**config.mk**
```make
export PLATFORM = sky130hd
export DESIGN_NAME = atc_core
export DESIGN_NICKNAME = d
export VERILOG_FILES = /design/src/atc_pkg.sv /design/src/atc_core.sv
export SDC_FILE = /design/constraint.sdc
export NUM_CORES = 1
export LEC_CHECK = 0
export ABC_AREA = 1
export CORE_UTILIZATION = 65
export CTS_CLUSTER_SIZE = 24
export DETAILED_ROUTE_END_ITERATION = 7
export DONT_BUFFER_PORTS = 1
export GPL_ROUTABILITY_DRIVEN = 0
export PLACE_DENSITY = 0.81
export SYNTH_ARGS = -nofsm -noshare
export SYNTH_HDL_FRONTEND = slang
export SYNTH_SLANG_ARGS = --single-unit
```
**constraint.sdc**
```tcl
create_clock -name clk_in -period 10.25 [get_ports clk_in]
set_clock_uncertainty 0.2 [all_clocks]
set_input_delay 0.5125 -clock clk_in [delete_from_list [all_inputs] [get_ports clk_in]]
set_output_delay 0.5125 -clock clk_in [all_outputs]
set_load 0.02 [all_outputs]
```
**src/atc_pkg.sv**
```systemverilog
// Purpose: shared constants and types for the threshold compare and status block
// Assumes: 16-bit two's complement converter values, 16-bit register port
// Notes:   register indices are word addresses on the plain register port
package atc_pkg;

  localparam int DW     = 16;
  localparam int AW     = 3;
  localparam int CALC_W = DW + 2;
  localparam int BYTE_W = 8;

  // register indices
  localparam logic [AW-1:0] ADDR_CTRL = 3'h0;
  localparam logic [AW-1:0] ADDR_STAT = 3'h1;
  localparam logic [AW-1:0] ADDR_RUN  = 3'h2;
  localparam logic [AW-1:0] ADDR_UTH  = 3'h3;
  localparam logic [AW-1:0] ADDR_LTH  = 3'h4;
  localparam logic [AW-1:0] ADDR_STPT = 3'h5;
  localparam logic [AW-1:0] ADDR_ERR  = 3'h6;

  // threshold irq modes
  localparam logic [2:0] TMD_OFF     = 3'h0;
  localparam logic [2:0] TMD_BELOW   = 3'h1;
  localparam logic [2:0] TMD_GE_LO   = 3'h2;
  localparam logic [2:0] TMD_INSIDE  = 3'h3;
  localparam logic [2:0] TMD_OUTSIDE = 3'h4;
  localparam logic [2:0] TMD_LE_UP   = 3'h5;
  localparam logic [2:0] TMD_ABOVE   = 3'h6;
  localparam logic [2:0] TMD_ALWAYS  = 3'h7;

  // error calculation selects
  localparam logic [2:0] CALC_RES_PREV  = 3'h0;
  localparam logic [2:0] CALC_RES_STPT  = 3'h1;
  localparam logic [2:0] CALC_RES_FILT  = 3'h2;
  localparam logic [2:0] CALC_PREV_FILT = 3'h4;
  localparam logic [2:0] CALC_FILT_STPT = 3'h5;

  typedef struct packed {
    logic       rsv;
    logic [2:0] calc;
    logic       soi;
    logic [2:0] tmd;
  } atc_ctrl_t;

  typedef struct packed {
    logic       aov;
    logic       uthr;
    logic       lthr;
    logic       math;
    logic       rsv;
    logic [2:0] stage;
  } atc_stat_t;

  typedef struct packed {
    logic [2:0] rsv;
    logic       aclr;
    logic       tif;
    logic       psis;
    logic       cont;
    logic       go;
  } atc_run_t;

  typedef struct packed {
    logic [DW-1:0] result;
    logic [DW-1:0] previous;
    logic [DW-1:0] sample1;
    logic [DW-1:0] sample2;
    logic [DW-1:0] filtered;
    logic          double_sample;
    logic          calc_done;
    logic          accum_update;
    logic          accum_overflow;
    logic          clear_done;
    logic [2:0]    stage;
  } atc_core_in_t;

  typedef struct packed {
    atc_ctrl_t     ctrl;
    atc_stat_t     stat;
    atc_run_t      run;
    logic [DW-1:0] uth;
    logic [DW-1:0] lth;
    logic [DW-1:0] stpt;
    logic [DW-1:0] err;
    logic          retrig;
    logic [DW-1:0] rdata;
  } atc_state_t;

  localparam atc_state_t STATE_RESET = '0;

endpackage

```
**src/atc_core.sv**
```systemverilog
// Purpose: error computation, threshold compare, retrigger control and status
// Assumes: converter core inputs are on clk_in; calc_done is a one-cycle pulse
// Notes:   all state freezes while clk_en_in is low
//
// Overview of operation
// continuous with stop-on-threshold: hit clears go, else retrigger
// stop-on-threshold off: only software clears go
// continuous off: stop-on-threshold ignored
// mode 111 always sets flag; 000 never
// mode 110 above upper; 101 at/below upper
// mode 100 outside window; 011 strictly inside
// mode 010 at/above lower; 001 below lower
// source select 0 uses second minus first sample
// updates set computation flag; software clears it
// computation flag stays clear without updates
// read-only above, below and overflow flags
// three-bit read-only conversion stage field
// error value per calculation select
// clear command clears overflow; hardware ends it
`timescale 1ns/1ps
`default_nettype none

module atc_core (
  input  wire logic                      clk_in,
  input  wire logic                      sys_rst_in,
  input  wire logic                      clk_en_in,
  input  wire logic [atc_pkg::AW-1:0]    addr_in,
  input  wire logic [atc_pkg::DW-1:0]    wdata_in,
  input  wire logic                      wr_in,
  input  wire logic                      rd_in,
  output logic      [atc_pkg::DW-1:0]    rdata_out,
  input  wire atc_pkg::atc_core_in_t     core_in,
  output logic                           conversion_go_out,
  output logic                           retrigger_out,
  output logic                           accum_clear_cmd_out,
  output logic                           threshold_irq_flag_out,
  output logic      [atc_pkg::DW-1:0]    error_value_out
);

  ////////////////////////////////////////////////////////////////////////////
  // decode helpers

  function automatic logic signed [atc_pkg::CALC_W-1:0] sx(
    input logic [atc_pkg::DW-1:0] v);
    return atc_pkg::CALC_W'($signed(v));
  endfunction

  function automatic logic thr_hit(
    input logic [2:0]                  mode,
    input logic signed [atc_pkg::DW-1:0] e,
    input logic signed [atc_pkg::DW-1:0] up,
    input logic signed [atc_pkg::DW-1:0] lo);
    logic h;
    h = 1'b0;
    case (mode)
      atc_pkg::TMD_ALWAYS:  h = 1'b1;
      atc_pkg::TMD_ABOVE:   h = (e > up);
      atc_pkg::TMD_LE_UP:   h = (e <= up);
      atc_pkg::TMD_OUTSIDE: h = (e < lo) || (e > up);
      atc_pkg::TMD_INSIDE:  h = (e > lo) && (e < up);
      atc_pkg::TMD_GE_LO:   h = (e >= lo);
      atc_pkg::TMD_BELOW:   h = (e < lo);
      default:              h = 1'b0;
    endcase
    return h;
  endfunction

  ////////////////////////////////////////////////////////////////////////////
  // state

  atc_pkg::atc_state_t st_reg;
  atc_pkg::atc_state_t st_next;

  logic signed [atc_pkg::CALC_W-1:0] rmp;
  logic signed [atc_pkg::CALC_W-1:0] err_wide;
  logic signed [atc_pkg::DW-1:0]     err_calc;
  logic                              err_ovf;
  logic                              hit;
  logic                              cmp_above;
  logic                              cmp_below;
  logic                              wr_ctrl;
  logic                              wr_stat;
  logic                              wr_run;
  logic                              wr_thr;
  logic                              aov_set;
  logic                              math_set;
  atc_pkg::atc_run_t                 run_w;
  atc_pkg::atc_stat_t                stat_w;

  ////////////////////////////////////////////////////////////////////////////
  // error computation

  always_comb begin
    // result-minus-previous term when psis is set; with psis clear it is sample2 minus sample1
    if (st_reg.run.psis) begin
      rmp = sx(core_in.result) - sx(core_in.previous);
    end else begin
      rmp = sx(core_in.sample2) - sx(core_in.sample1);
    end
    case (st_reg.ctrl.calc)
      atc_pkg::CALC_RES_PREV:  err_wide = rmp;
      atc_pkg::CALC_RES_STPT:  err_wide = core_in.double_sample ?
                                 rmp - sx(st_reg.stpt) :
                                 sx(core_in.result) - sx(st_reg.stpt);
      atc_pkg::CALC_RES_FILT:  err_wide = core_in.double_sample ?
                                 rmp - sx(core_in.filtered) :
                                 sx(core_in.result) - sx(core_in.filtered);
      atc_pkg::CALC_PREV_FILT: err_wide = sx(core_in.previous) - sx(core_in.filtered);
      atc_pkg::CALC_FILT_STPT: err_wide = sx(core_in.filtered) - sx(st_reg.stpt);
      default:                 err_wide = '0;  // reserved selects give zero
    endcase
  end

  assign err_calc  = err_wide[atc_pkg::DW-1:0];
  // wrapped value is kept; software sees the overflow flag instead
  assign err_ovf   = (err_wide != sx(err_calc));
  assign hit       = thr_hit(st_reg.ctrl.tmd, err_calc, st_reg.uth, st_reg.lth);
  assign cmp_above = (err_calc > $signed(st_reg.uth));
  assign cmp_below = (err_calc < $signed(st_reg.lth));

  ////////////////////////////////////////////////////////////////////////////
  // register port decode

  assign wr_ctrl  = wr_in && (addr_in == atc_pkg::ADDR_CTRL);
  assign wr_stat  = wr_in && (addr_in == atc_pkg::ADDR_STAT);
  assign wr_run   = wr_in && (addr_in == atc_pkg::ADDR_RUN);
  assign wr_thr   = wr_in && ((addr_in == atc_pkg::ADDR_UTH) ||
                              (addr_in == atc_pkg::ADDR_LTH));
  assign run_w    = atc_pkg::atc_run_t'(wdata_in[atc_pkg::BYTE_W-1:0]);
  assign stat_w   = atc_pkg::atc_stat_t'(wdata_in[atc_pkg::BYTE_W-1:0]);
  assign aov_set  = core_in.accum_overflow || (core_in.calc_done && err_ovf);
  assign math_set = core_in.calc_done || core_in.accum_update || aov_set || wr_thr;

  ////////////////////////////////////////////////////////////////////////////
  // next state

  always_comb begin
    st_next = st_reg;
    st_next.retrig = 1'b0;
    st_next.rdata  = '0;
    st_next.stat.stage = core_in.stage;
    st_next.stat.rsv   = 1'b0;
    st_next.ctrl.rsv   = 1'b0;
    st_next.run.rsv    = '0;

    if (wr_ctrl) begin
      st_next.ctrl     = atc_pkg::atc_ctrl_t'(wdata_in[atc_pkg::BYTE_W-1:0]);
      st_next.ctrl.rsv = 1'b0;
    end
    if (wr_in && addr_in == atc_pkg::ADDR_UTH) begin
      st_next.uth = wdata_in;
    end
    if (wr_in && addr_in == atc_pkg::ADDR_LTH) begin
      st_next.lth = wdata_in;
    end
    if (wr_in && addr_in == atc_pkg::ADDR_STPT) begin
      st_next.stpt = wdata_in;
    end

    // end of calculation: error, compare flags, go handling
    if (core_in.calc_done) begin
      st_next.err       = err_calc;
      st_next.stat.uthr = cmp_above;
      st_next.stat.lthr = cmp_below;
      if (st_reg.run.go) begin
        if (!st_reg.run.cont) begin
          st_next.run.go = 1'b0;
        end else if (st_reg.ctrl.soi && hit) begin
          st_next.run.go = 1'b0;
        end else begin
          st_next.retrig = 1'b1;
        end
      end
    end

    // software run register; its go write overrides the hardware clear
    if (wr_run) begin
      st_next.run.go   = run_w.go;
      st_next.run.cont = run_w.cont;
      st_next.run.psis = run_w.psis;
      if (run_w.aclr) begin
        st_next.run.aclr = 1'b1;
      end
    end

    // threshold flag: write one clears, a same-cycle set wins
    if (wr_run && run_w.tif) begin
      st_next.run.tif = 1'b0;
    end
    if (core_in.calc_done && hit) begin
      st_next.run.tif = 1'b1;
    end

    // accumulator clear handshake with the core
    if (st_reg.run.aclr && core_in.clear_done) begin
      st_next.run.aclr = 1'b0;
      st_next.stat.aov = 1'b0;
    end
    if (aov_set) begin
      st_next.stat.aov = 1'b1;
    end

    // computation flag: write zero clears, a same-cycle update wins
    if (wr_stat && !stat_w.math) begin
      st_next.stat.math = 1'b0;
    end
    if (math_set) begin
      st_next.stat.math = 1'b1;
    end

    if (rd_in) begin
      case (addr_in)
        atc_pkg::ADDR_CTRL: st_next.rdata = atc_pkg::DW'(st_reg.ctrl);
        atc_pkg::ADDR_STAT: st_next.rdata = atc_pkg::DW'(st_reg.stat);
        atc_pkg::ADDR_RUN:  st_next.rdata = atc_pkg::DW'(st_reg.run);
        atc_pkg::ADDR_UTH:  st_next.rdata = st_reg.uth;
        atc_pkg::ADDR_LTH:  st_next.rdata = st_reg.lth;
        atc_pkg::ADDR_STPT: st_next.rdata = st_reg.stpt;
        atc_pkg::ADDR_ERR:  st_next.rdata = st_reg.err;
        default:            st_next.rdata = '0;
      endcase
    end
  end

  ////////////////////////////////////////////////////////////////////////////
  // registers; enable low freezes everything

  always_ff @(posedge clk_in or posedge sys_rst_in) begin
    if (sys_rst_in) begin
      st_reg <= atc_pkg::STATE_RESET;
    end else if (clk_en_in) begin
      st_reg <= st_next;
    end
  end

  ////////////////////////////////////////////////////////////////////////////
  // outputs straight from the state register

  assign rdata_out              = st_reg.rdata;
  assign conversion_go_out      = st_reg.run.go;
  assign retrigger_out          = st_reg.retrig;
  assign accum_clear_cmd_out    = st_reg.run.aclr;
  assign threshold_irq_flag_out = st_reg.run.tif;
  assign error_value_out        = st_reg.err;
endmodule
`default_nettype wire

```
==> results of run 1 <==
[power by group]
part / total, uW / internal [uW] / switching (uW)
Combinational: 1540 / 532 / 1010
Sequential: 589 / 483 / 106
Clock: 345 / 196 / 149
Total: 2470 / 1210 / 1260
[worst max-delay path: cells and delay by family (launching register included)]
family	cells	cell delay, ns
compound gates	5	1.22
fa+ha+maj	2	0.74
buf+inv	3	0.65
flops	1	0.84
simple gates	20	2.10
[through the flow]
step                      utilization (%)  cell area, sq um  std cells  worst slack (ns)
after floorplan                         -             13400       2143              5.19
after global placement               66.3             13400       2353              4.56
after detailed placement             66.3             13400       2353              4.39
after CTS                            67.8             13700       2370              4.51
after global routing                 67.8             13700       2370              3.94
final                                67.8             13700       2370              4.34
[cells in the final DEF (no fill, tap or decap), types with 7 or more instances in the layout]
cell type and instances:
a221oi_1 11, xor2_1 18, dfrtp_1 100, nand3_2 11
nor3_2 11, nand4_1 13, inv_2 12, fa_1 8
o22ai_1 29, nor2_1 117, o21bai_1 9, nand3_1 142
o21ai_1 10, nor3_1 13, or2_2 11, xnor2_1 7
a21oi_1 147, buf_4 7, nand2_2 13, a31oi_1 13
o21ai_0 135, clkbuf_16 9, nor2_2 7, ha_1 162
nand2_1 644, inv_1 351
[final timing paths]
kind | start | end | cells after the start
setup reg to reg | st_reg[83] | conversion_go_out | 30
hold / removal | clk_en_in | st_reg[89] | 1
hold reg to reg | st_reg[90] | st_reg[90] | 2
min in group asynchronous | sys_rst_in | rdata_out[9] | 2
setup / recovery | st_reg[83] | conversion_go_out | 30
max in group asynchronous | sys_rst_in | st_reg[93] | 3
[layout make-up]
class	instances	area [sq um]	share of cell area (%)
tap	270	338	2.47
timing repair buffer	8	62.6	0.457
clock buffer	12	246	1.80
multi-input combinational	1611	9100	66.6
inverter	365	1370	10.0
clock inverter	4	48.8	0.357
sequential	100	2500	18.3
[cell usage after synthesis (5+ instances only)]
cell type	n
o21ai_1	10
nand4_1	13
nand3_1	142
nor2_2	6
nand2_1	644
ha_1	162
o2111ai_1	5
a21oi_2	5
nor3_2	10
xor2_1	18
a221oi_1	11
inv_1	352
o21a_1	6
nand2_2	13
o22ai_1	29
clkbuf_1	21
o21ai_0	135
dfrtp_1	100
nor2_1	118
nor3_1	14
buf_4	34
buf_2	12
fa_1	8
or2_2	11
nand3_2	11
a31oi_1	13
and2_1	5
a21oi_1	147
o21bai_1	9
inv_2	12
xnor2_1	7
[cells by family (layout without fill, tap and decap cells)]
family,count (synthesis),count (layout)
buf+inv,432,389
compound gates,411,411
simple gates,1003,1003
fa+ha+maj,170,170
xor+xnor,25,25
mux,2,2
flops,100,100
[per-layer routing]
metal	GRT usage (%)	vias up
li1	-	6869
met1	52.8	6255
met2	60.0	731
met3	7.68	111
met4	14.6	0
met5	0	-
==> results.toml, run 1 <==
[status]
status = "completed"

[clock_network]
cts_made_buffers = 9
clk_latency_ns = 0.35
ctsResizeCount = 0
path_clk_slew_ns = 0.07
tritoncts = "done"
cts-root-buf = "clkbuf_16"
clockBufferDepth = 2
cts_hold_buf = 1
htreeDepth = 3
cts_sinks = 100
post_cts_buffers = 0

[synthesis]
synthCells = 2143
synth_area_leaders = "dfrtp_1 19%, nand2_1 18%, ha_1 15%"
synth_top_area_share_pct = 18.7
yosys.area_share.simple_pct = 32.0
async_flop_share_pct = 100
synth_top_family_by_area = "simple AND/OR/NAND/NOR gates"
synth_edf_count = 0
synth_compound_area_share_pct = 17.9
synth_xor_xnor_area_share_pct = 1.64
yosysTopAreaCell = "dfrtp_1"
netlist_area_sq_mm = 0.0134
ys_seq_area_share_pct = 18.7
synth_nets = 2425
ys_types = 60
ys.flop_type = "dfrtp_1"
ys_ff_latch = 100
yosysWarningCount = 0
syn_avg_cell_area_sq_um = 6.24
synth.area.mux_share_pct = 0.150
yosys.area_share.adder_pct = 16.4

[power_and_ir_drop]
peakVddDrop_mv = 0.117
power_uw = 2470
power.leakage_uw = 0.00751
p_per_area_mw_per_mm2 = 181

[global_route]
grt_pass1_vias = 12877
antenna_found_initial = 0
grt_pass1_wl_mm = 65.1
grt_start_max_net_pins = 73
grt_remaining_overflow = 0
grtUsageTotal_pct = 38.5

[floorplan]
initial_core_util_pct = 66.3
dieWidth_um = 145
fp.dieH_um = 145
design.die.area_sq_mm = 0.0211
rows = 52
core_area_sq_mm = 0.0202
pin_count = 148

[sta]
final_hold_viol_count = 0
worst_hold_slack_ns = 0.0827
post-route-period-util_pct = 57.6
max_freq_mhz = 169
tightest_slew_ns = 1.10
setup_violations = 0
grt_setup_unrepaired = "false"
fin_setup_tns_ns = 0
drv_slew = 0
finalCriticalPeriod_ns = 5.91
slew_headroom_pct = 26.5

[route]
drc = 0
final_antenna_net_count = 0
first_pass_iters = 7
drt_iter0_drc = 1397
wl_per_cell_um = 17.1
vias = 13966
routed_wl_mm = 40.5
wl_met2_mm = 17.6
topRoutingLayerUsed = "met4"
wl_met1_mm = 16.9
dr_wl_met3_mm = 4.52
vias_per_cell = 5.89

[finish]
area_delta_synth_final_pct = 2.33
largest_reg_flops = 64
num_antenna_cells = 0
drive_above_1_share_pct = 5.14
layout.nets = 2377
fill_cells = 1926

[hold_path]
hp-class = "input port to flop"

[worst_setup_path]
worst_path_max_delay_cell = "dfrtp_1"
cpPeakStageDelay_ns = 0.84
timing.critical_path.mode_cell = "nand2_1"
required_ns = 10.29
worst_setup_path_end_kind = "flop"
path_class = "flop to flop"
crit_fanout = 19
start_kind = "flop"
arrival_ns = 5.95
ff2ff_setup_slack_ns = 4.34

[placement]
dp.final_hpwl_mm = 32.8
io_buffers = 0

[job]
max_cap_violations = 0
Power figures use the tool's default switching activity.
==> run 2, diff against run 1 <==
- CORE_UTILIZATION: 65 -> 60
- PLACE_DENSITY: 0.81 -> 0.79
- clock period: 10.25 -> 5.4 ns (I/O delays scaled with it)
==> run 2 against run 1 <==
  * Wire length grew 5.5%
  * Sequential power rose by 88%
  * Total power increased by 100%
  * Setup slack lost 4.1 ns
  * First-iteration DRC count is 4.2% higher
  * Non-clock buffer count grew 45
  * Register-to-register slack got worse by 4.1 ns
  * Global-route usage fell by 2.7 points
  * Largest power group unchanged
  * Combinational power up 110%
  * Sequential share of layout area fell by 1.0 points
==> results.toml, run 2 (synthesized netlist as in run 1, its figures left out) <==
[status]
status = "completed"

[global_route]
grt_start_max_net_pins = 73
grt_pass1_wl_mm = 63.6
grt_remaining_overflow = 0
grt_pass1_vias = 12795
antenna_found_initial = 0
grtUsageTotal_pct = 35.9

[sta]
final_hold_viol_count = 0
worst_hold_slack_ns = 0.0156
drv_slew = 0
tightest_slew_ns = 1.08
worst_slack_ns = 0.197
setup_violations = 0
slew_headroom_pct = 28.2
max_freq_mhz = 192
finalCriticalPeriod_ns = 5.20
post-route-period-util_pct = 96.4

[clock_network]
cts_sinks = 100
clk_latency_ns = 0.35
cts-root-buf = "clkbuf_16"
clockBufferDepth = 2
htreeDepth = 3
path_clk_slew_ns = 0.07
cts_made_buffers = 9
tritoncts = "done"

[floorplan]
core_area_sq_mm = 0.0218
pin_count = 148
design.die.area_sq_mm = 0.0229
fp.dieH_um = 151
rows = 54
dieWidth_um = 151
initial_core_util_pct = 61.2

[route]
final_antenna_net_count = 0
wl_per_cell_um = 17.6
routed_wl_mm = 42.8
vias = 14375
first_pass_iters = 7
drc = 0
drt_iter0_drc = 1456
vias_per_cell = 5.93

[finish]
num_antenna_cells = 0
fill_cells = 1986
final_cell_mix = "636 x nand2_1, 350 x inv_1, 145 x ha_1, 139 x nand3_1, 136 x a21oi_1"
seq_area_sq_mm = 0.00250
multi_input_area_sq_mm = 0.00947
utilization_pct = 66.3
final_common_cell = "nand2_1"
final_area_sq_mm = 0.0145
largest_reg_flops = 64
layout.nets = 2422
drive_above_1_share_pct = 8.34
area_delta_synth_final_pct = 8.28

[placement]
io_buffers = 0
placed_area_sq_mm = 0.0135
dp.final_hpwl_mm = 33.3
dp_slack_ns = -0.174

[worst_setup_path]
cpPeakStageDelay_ns = 0.37
worst_setup_path_end_kind = "flop"
path_class = "input port to flop"
timing.critical_path.mode_cell = "nand2_1"
start_kind = "input port"
required_ns = 5.44
crit_fanout = 5
worst_path_max_delay_cell = "fa_1"
arrival_ns = 5.25

[power_and_ir_drop]
switching_share_pct = 50.3
power_uw = 5050
p_seq_share_pct = 22.0
p_comb_share_pct = 64.3
peakVddDrop_mv = 0.191
power.leakage_uw = 0.00776
internal_power_uw = 2510
p_per_area_mw_per_mm2 = 349
clock_power_share_pct = 13.8
p_sw_uw = 2540

[hold_path]
hp-class = "input port to flop"

[job]
max_cap_violations = 0
==> run 2: power by group through the flow <==
stage,clock network [uW],logic (uW),registers (uW)
floorplan,0,2340,1010
global placement,0,2780,1110
detailed placement,0,2850,1120
CTS,695,2910,1110
global route,722,3590,1130
finish,695,3250,1110
==> run 2: final timing paths <==
check | start | to | slack [ns] | cells after the start
setup / recovery | core_in[72] | conversion_go_out | 0.20 | 41
hold / removal | core_in[5] | st_reg[93] | 0.02 | 4
setup reg to reg | st_reg[83] | conversion_go_out | 0.20 | 34
hold reg to reg | st_reg[90] | st_reg[90] | 0.29 | 2
max in group asynchronous | sys_rst_in | error_value_out[4] | 3.58 | 3
min in group asynchronous | sys_rst_in | rdata_out[11] | 0.17 | 2
==> run 2: per-stage QoR <==
step | TNS [ns] | std cells
2_1_floorplan | 0 | 2143
3_3_place_gp | 0 | 2373
3_5_place_dp | -0.316 | 2373
4_1_cts | 0 | 2415
5_1_grt | -0.185 | 2425
6_report | 0 | 2425
==> run 2: critical path, delay by kind of cell <==
kind | cells | cell delay, ns
simple gates | 24 | 2.24
buf+inv | 5 | 0.43
compound gates | 8 | 1.14
fa+ha+maj | 4 | 1.15
==> run 2: layer usage <==
layer / share of wire, % / global-route usage (%) / vias up
met3: 11 / 7.02 / 175
met4: 5.5 / 17.6 / 0
met2: 43 / 54.5 / 895
met1: 41 / 48.3 / 6351
li1: - / - / 6954
met5: 0 / 0 / -
==> run 2: area by class of cell <==
cell class              count  share of cell area [%]
repair buffers             53                    3.20
well taps                 280                    2.42
clock inverters             6                   0.597
flip-flops and latches    100                    17.3
clock buffers              10                    1.58
multi-input cells        1611                    65.4
inverters                 365                    9.49
==> run 2: repair_timing <==
item / CTS / global route
resized for setup: 0 / 61
hold buffers: 26 / 0
endpoints found under the hold margin: 93 / 0
buffers inserted: 0 / 10
endpoints found under the setup margin: 0 / 3
==> run 3, diff against run 2 <==
- GPL_TIMING_DRIVEN: default -> 0
==> run 3 against run 2 <==
  * Sequential power decreased by 6%
  * Wire length up 6.4%
  * Largest cell class unchanged
  * Via count increased by 4.3%
  * Critical path depth down 3
  * Global-route usage rose by 2.4 points
  * Sequential share of layout area decreased by 0.77 points
  * Critical path type unchanged
  * Maximum frequency fell by 2.0%
==> results.toml, run 3 (synthesized netlist as in run 1, its figures left out) <==
[route]
wl_per_cell_um = 18.3
vias_per_cell = 6.02
vias = 14999
final_antenna_net_count = 0
drc = 0
first_pass_iters = 6
drt_iter0_drc = 1745
routed_wl_mm = 45.5

[placement]
dp.final_hpwl_mm = 35.2
io_buffers = 0
placed_area_sq_mm = 0.0137

[floorplan]
core_area_sq_mm = 0.0218
fp.dieH_um = 151
pin_count = 148
dieWidth_um = 151
design.die.area_sq_mm = 0.0229
initial_core_util_pct = 61.2
rows = 54

[sta]
fin_setup_tns_ns = 0
final_hold_viol_count = 0
finalCriticalPeriod_ns = 5.31
max_freq_mhz = 188
drv_slew = 0
post-route-period-util_pct = 98.3
setup_violations = 0
slew_headroom_pct = 45.0
tightest_slew_ns = 0.822

[finish]
final_common_cell = "nand2_1"
drive_above_1_share_pct = 12.1
num_antenna_cells = 0
final_cell_mix = "628 x nand2_1, 343 x inv_1, 137 x ha_1, 135 x nand3_1, 133 x a21oi_1"
utilization_pct = 69.4
largest_reg_flops = 64
final_area_sq_mm = 0.0151
area_delta_synth_final_pct = 13.3
layout.nets = 2487
fill_cells = 1912

[clock_network]
path_clk_slew_ns = 0.07
clk_latency_ns = 0.35
tritoncts = "done"
htreeDepth = 3
cts-root-buf = "clkbuf_16"
cts_sinks = 100
clockBufferDepth = 2
cts_made_buffers = 9

[global_route]
grt_start_max_net_pins = 60
antenna_found_initial = 0
grt_remaining_overflow = 0
grt_pass1_vias = 13184
grt_pass1_wl_mm = 67.1
grtUsageTotal_pct = 38.3

[status]
status = "completed"

[power_and_ir_drop]
peakVddDrop_mv = 0.239
power_uw = 5320
power.leakage_uw = 0.00804
p_per_area_mw_per_mm2 = 351

[job]
max_cap_violations = 0

[worst_setup_path]
cp_top_family = "simple AND/OR/NAND/NOR gates"
start_kind = "input port"
cpPeakStageDelay_ns = 0.46
required_ns = 5.49
timing.critical_path.mode_cell = "nand2_1"
worst_path_max_delay_cell = "ha_1"
cp.buffers_inverters = 2
worst_setup_path_end_kind = "flop"
arrival_ns = 5.40
path_class = "input port to flop"
crit_fanout = 4

[hold_path]
hp-class = "input port to flop"
[run 3: cell count changes in the layout (fill, tap and decap cells not counted), moves of 7 or more]
cell	previous run	this run
buf_4	27	56
clkbuf_1	1	22
buf_2	0	11
ha_1	145	137
nand2_1	636	628
inv_1	350	343
o21ai_0	134	127
[run 3: repair_timing]
item	4_1_cts	5_1_grt
pin swaps	2	50
setup buffers	1	23
hold endpoints to repair	106	0
setup endpoints to repair	3	3
gates resized for setup	11	122
hold buffers	26	0
[run 3: cell type report]
| cell class | count | area [sq um] | area share, % |
|---|---|---|---|
| plain buffers | 67 | 418 | 2.76 |
| inverters | 365 | 1380 | 9.09 |
| repair buffers | 51 | 480 | 3.17 |
| clock inverters | 5 | 52.6 | 0.347 |
| well taps | 280 | 350 | 2.31 |
| multi-input cells | 1611 | 9730 | 64.3 |
| clock buffers | 11 | 233 | 1.54 |
| flip-flops and latches | 100 | 2500 | 16.5 |
[run 3: through the flow]
step | std cells | worst slack (ns) | hold WS (ns)
after global placement | 2423 | -0.694 | 0.189
after CTS | 2467 | 0.0180 | 0.00139
after global routing | 2490 | -0.191 | 0.0487
after floorplan | 2143 | 0.581 | 0.187
after detailed placement | 2424 | -0.663 | 0.0326
final | 2490 | 0.0894 | 0.00161
[run 3: worst paths after layout]
| kind | cells past startpoint | slack, ns | startpoint | end |
|---|---|---|---|---|
| max | 38 | 0.09 | core_in[42] | conversion_go_out |
| min | 4 | 0.002 | core_in[5] | st_reg[93] |
| max reg2reg | 34 | 0.11 | st_reg[83] | conversion_go_out |
| min reg2reg | 2 | 0.29 | rdata_out[5] | rdata_out[5] |
| max in group asynchronous | 3 | 4.05 | sys_rst_in | st_reg[66] |
| min in group asynchronous | 2 | 0.25 | sys_rst_in | rdata_out[10] |
[run 3: power breakdown]
group / switching, uW / internal [uW] / leakage, uW
clock network: 288 / 358 / 0.000139
registers: 122 / 918 / 0.00123
logic: 2270 / 1360 / 0.00667
total: 2680 / 2630 / 0.00804
[run 3: tightest hold or removal path, cell delays in order]
cell and delay, ns:
nor2_1 0.02, o21ai_0 0.13, nor3_1 0.05, nand2_1 0.06
[run 3: metal layers]
| metal | routed length [um] | global-route usage (%) | vias to the layer above |
|---|---|---|---|
| met5 | 0 | 0 | - |
| met4 | 2360 | 16.4 | 0 |
| met3 | 5050 | 8.58 | 181 |
| met2 | 19600 | 57.9 | 909 |
| met1 | 18500 | 52.1 | 6813 |
| li1 | - | - | 7096 |
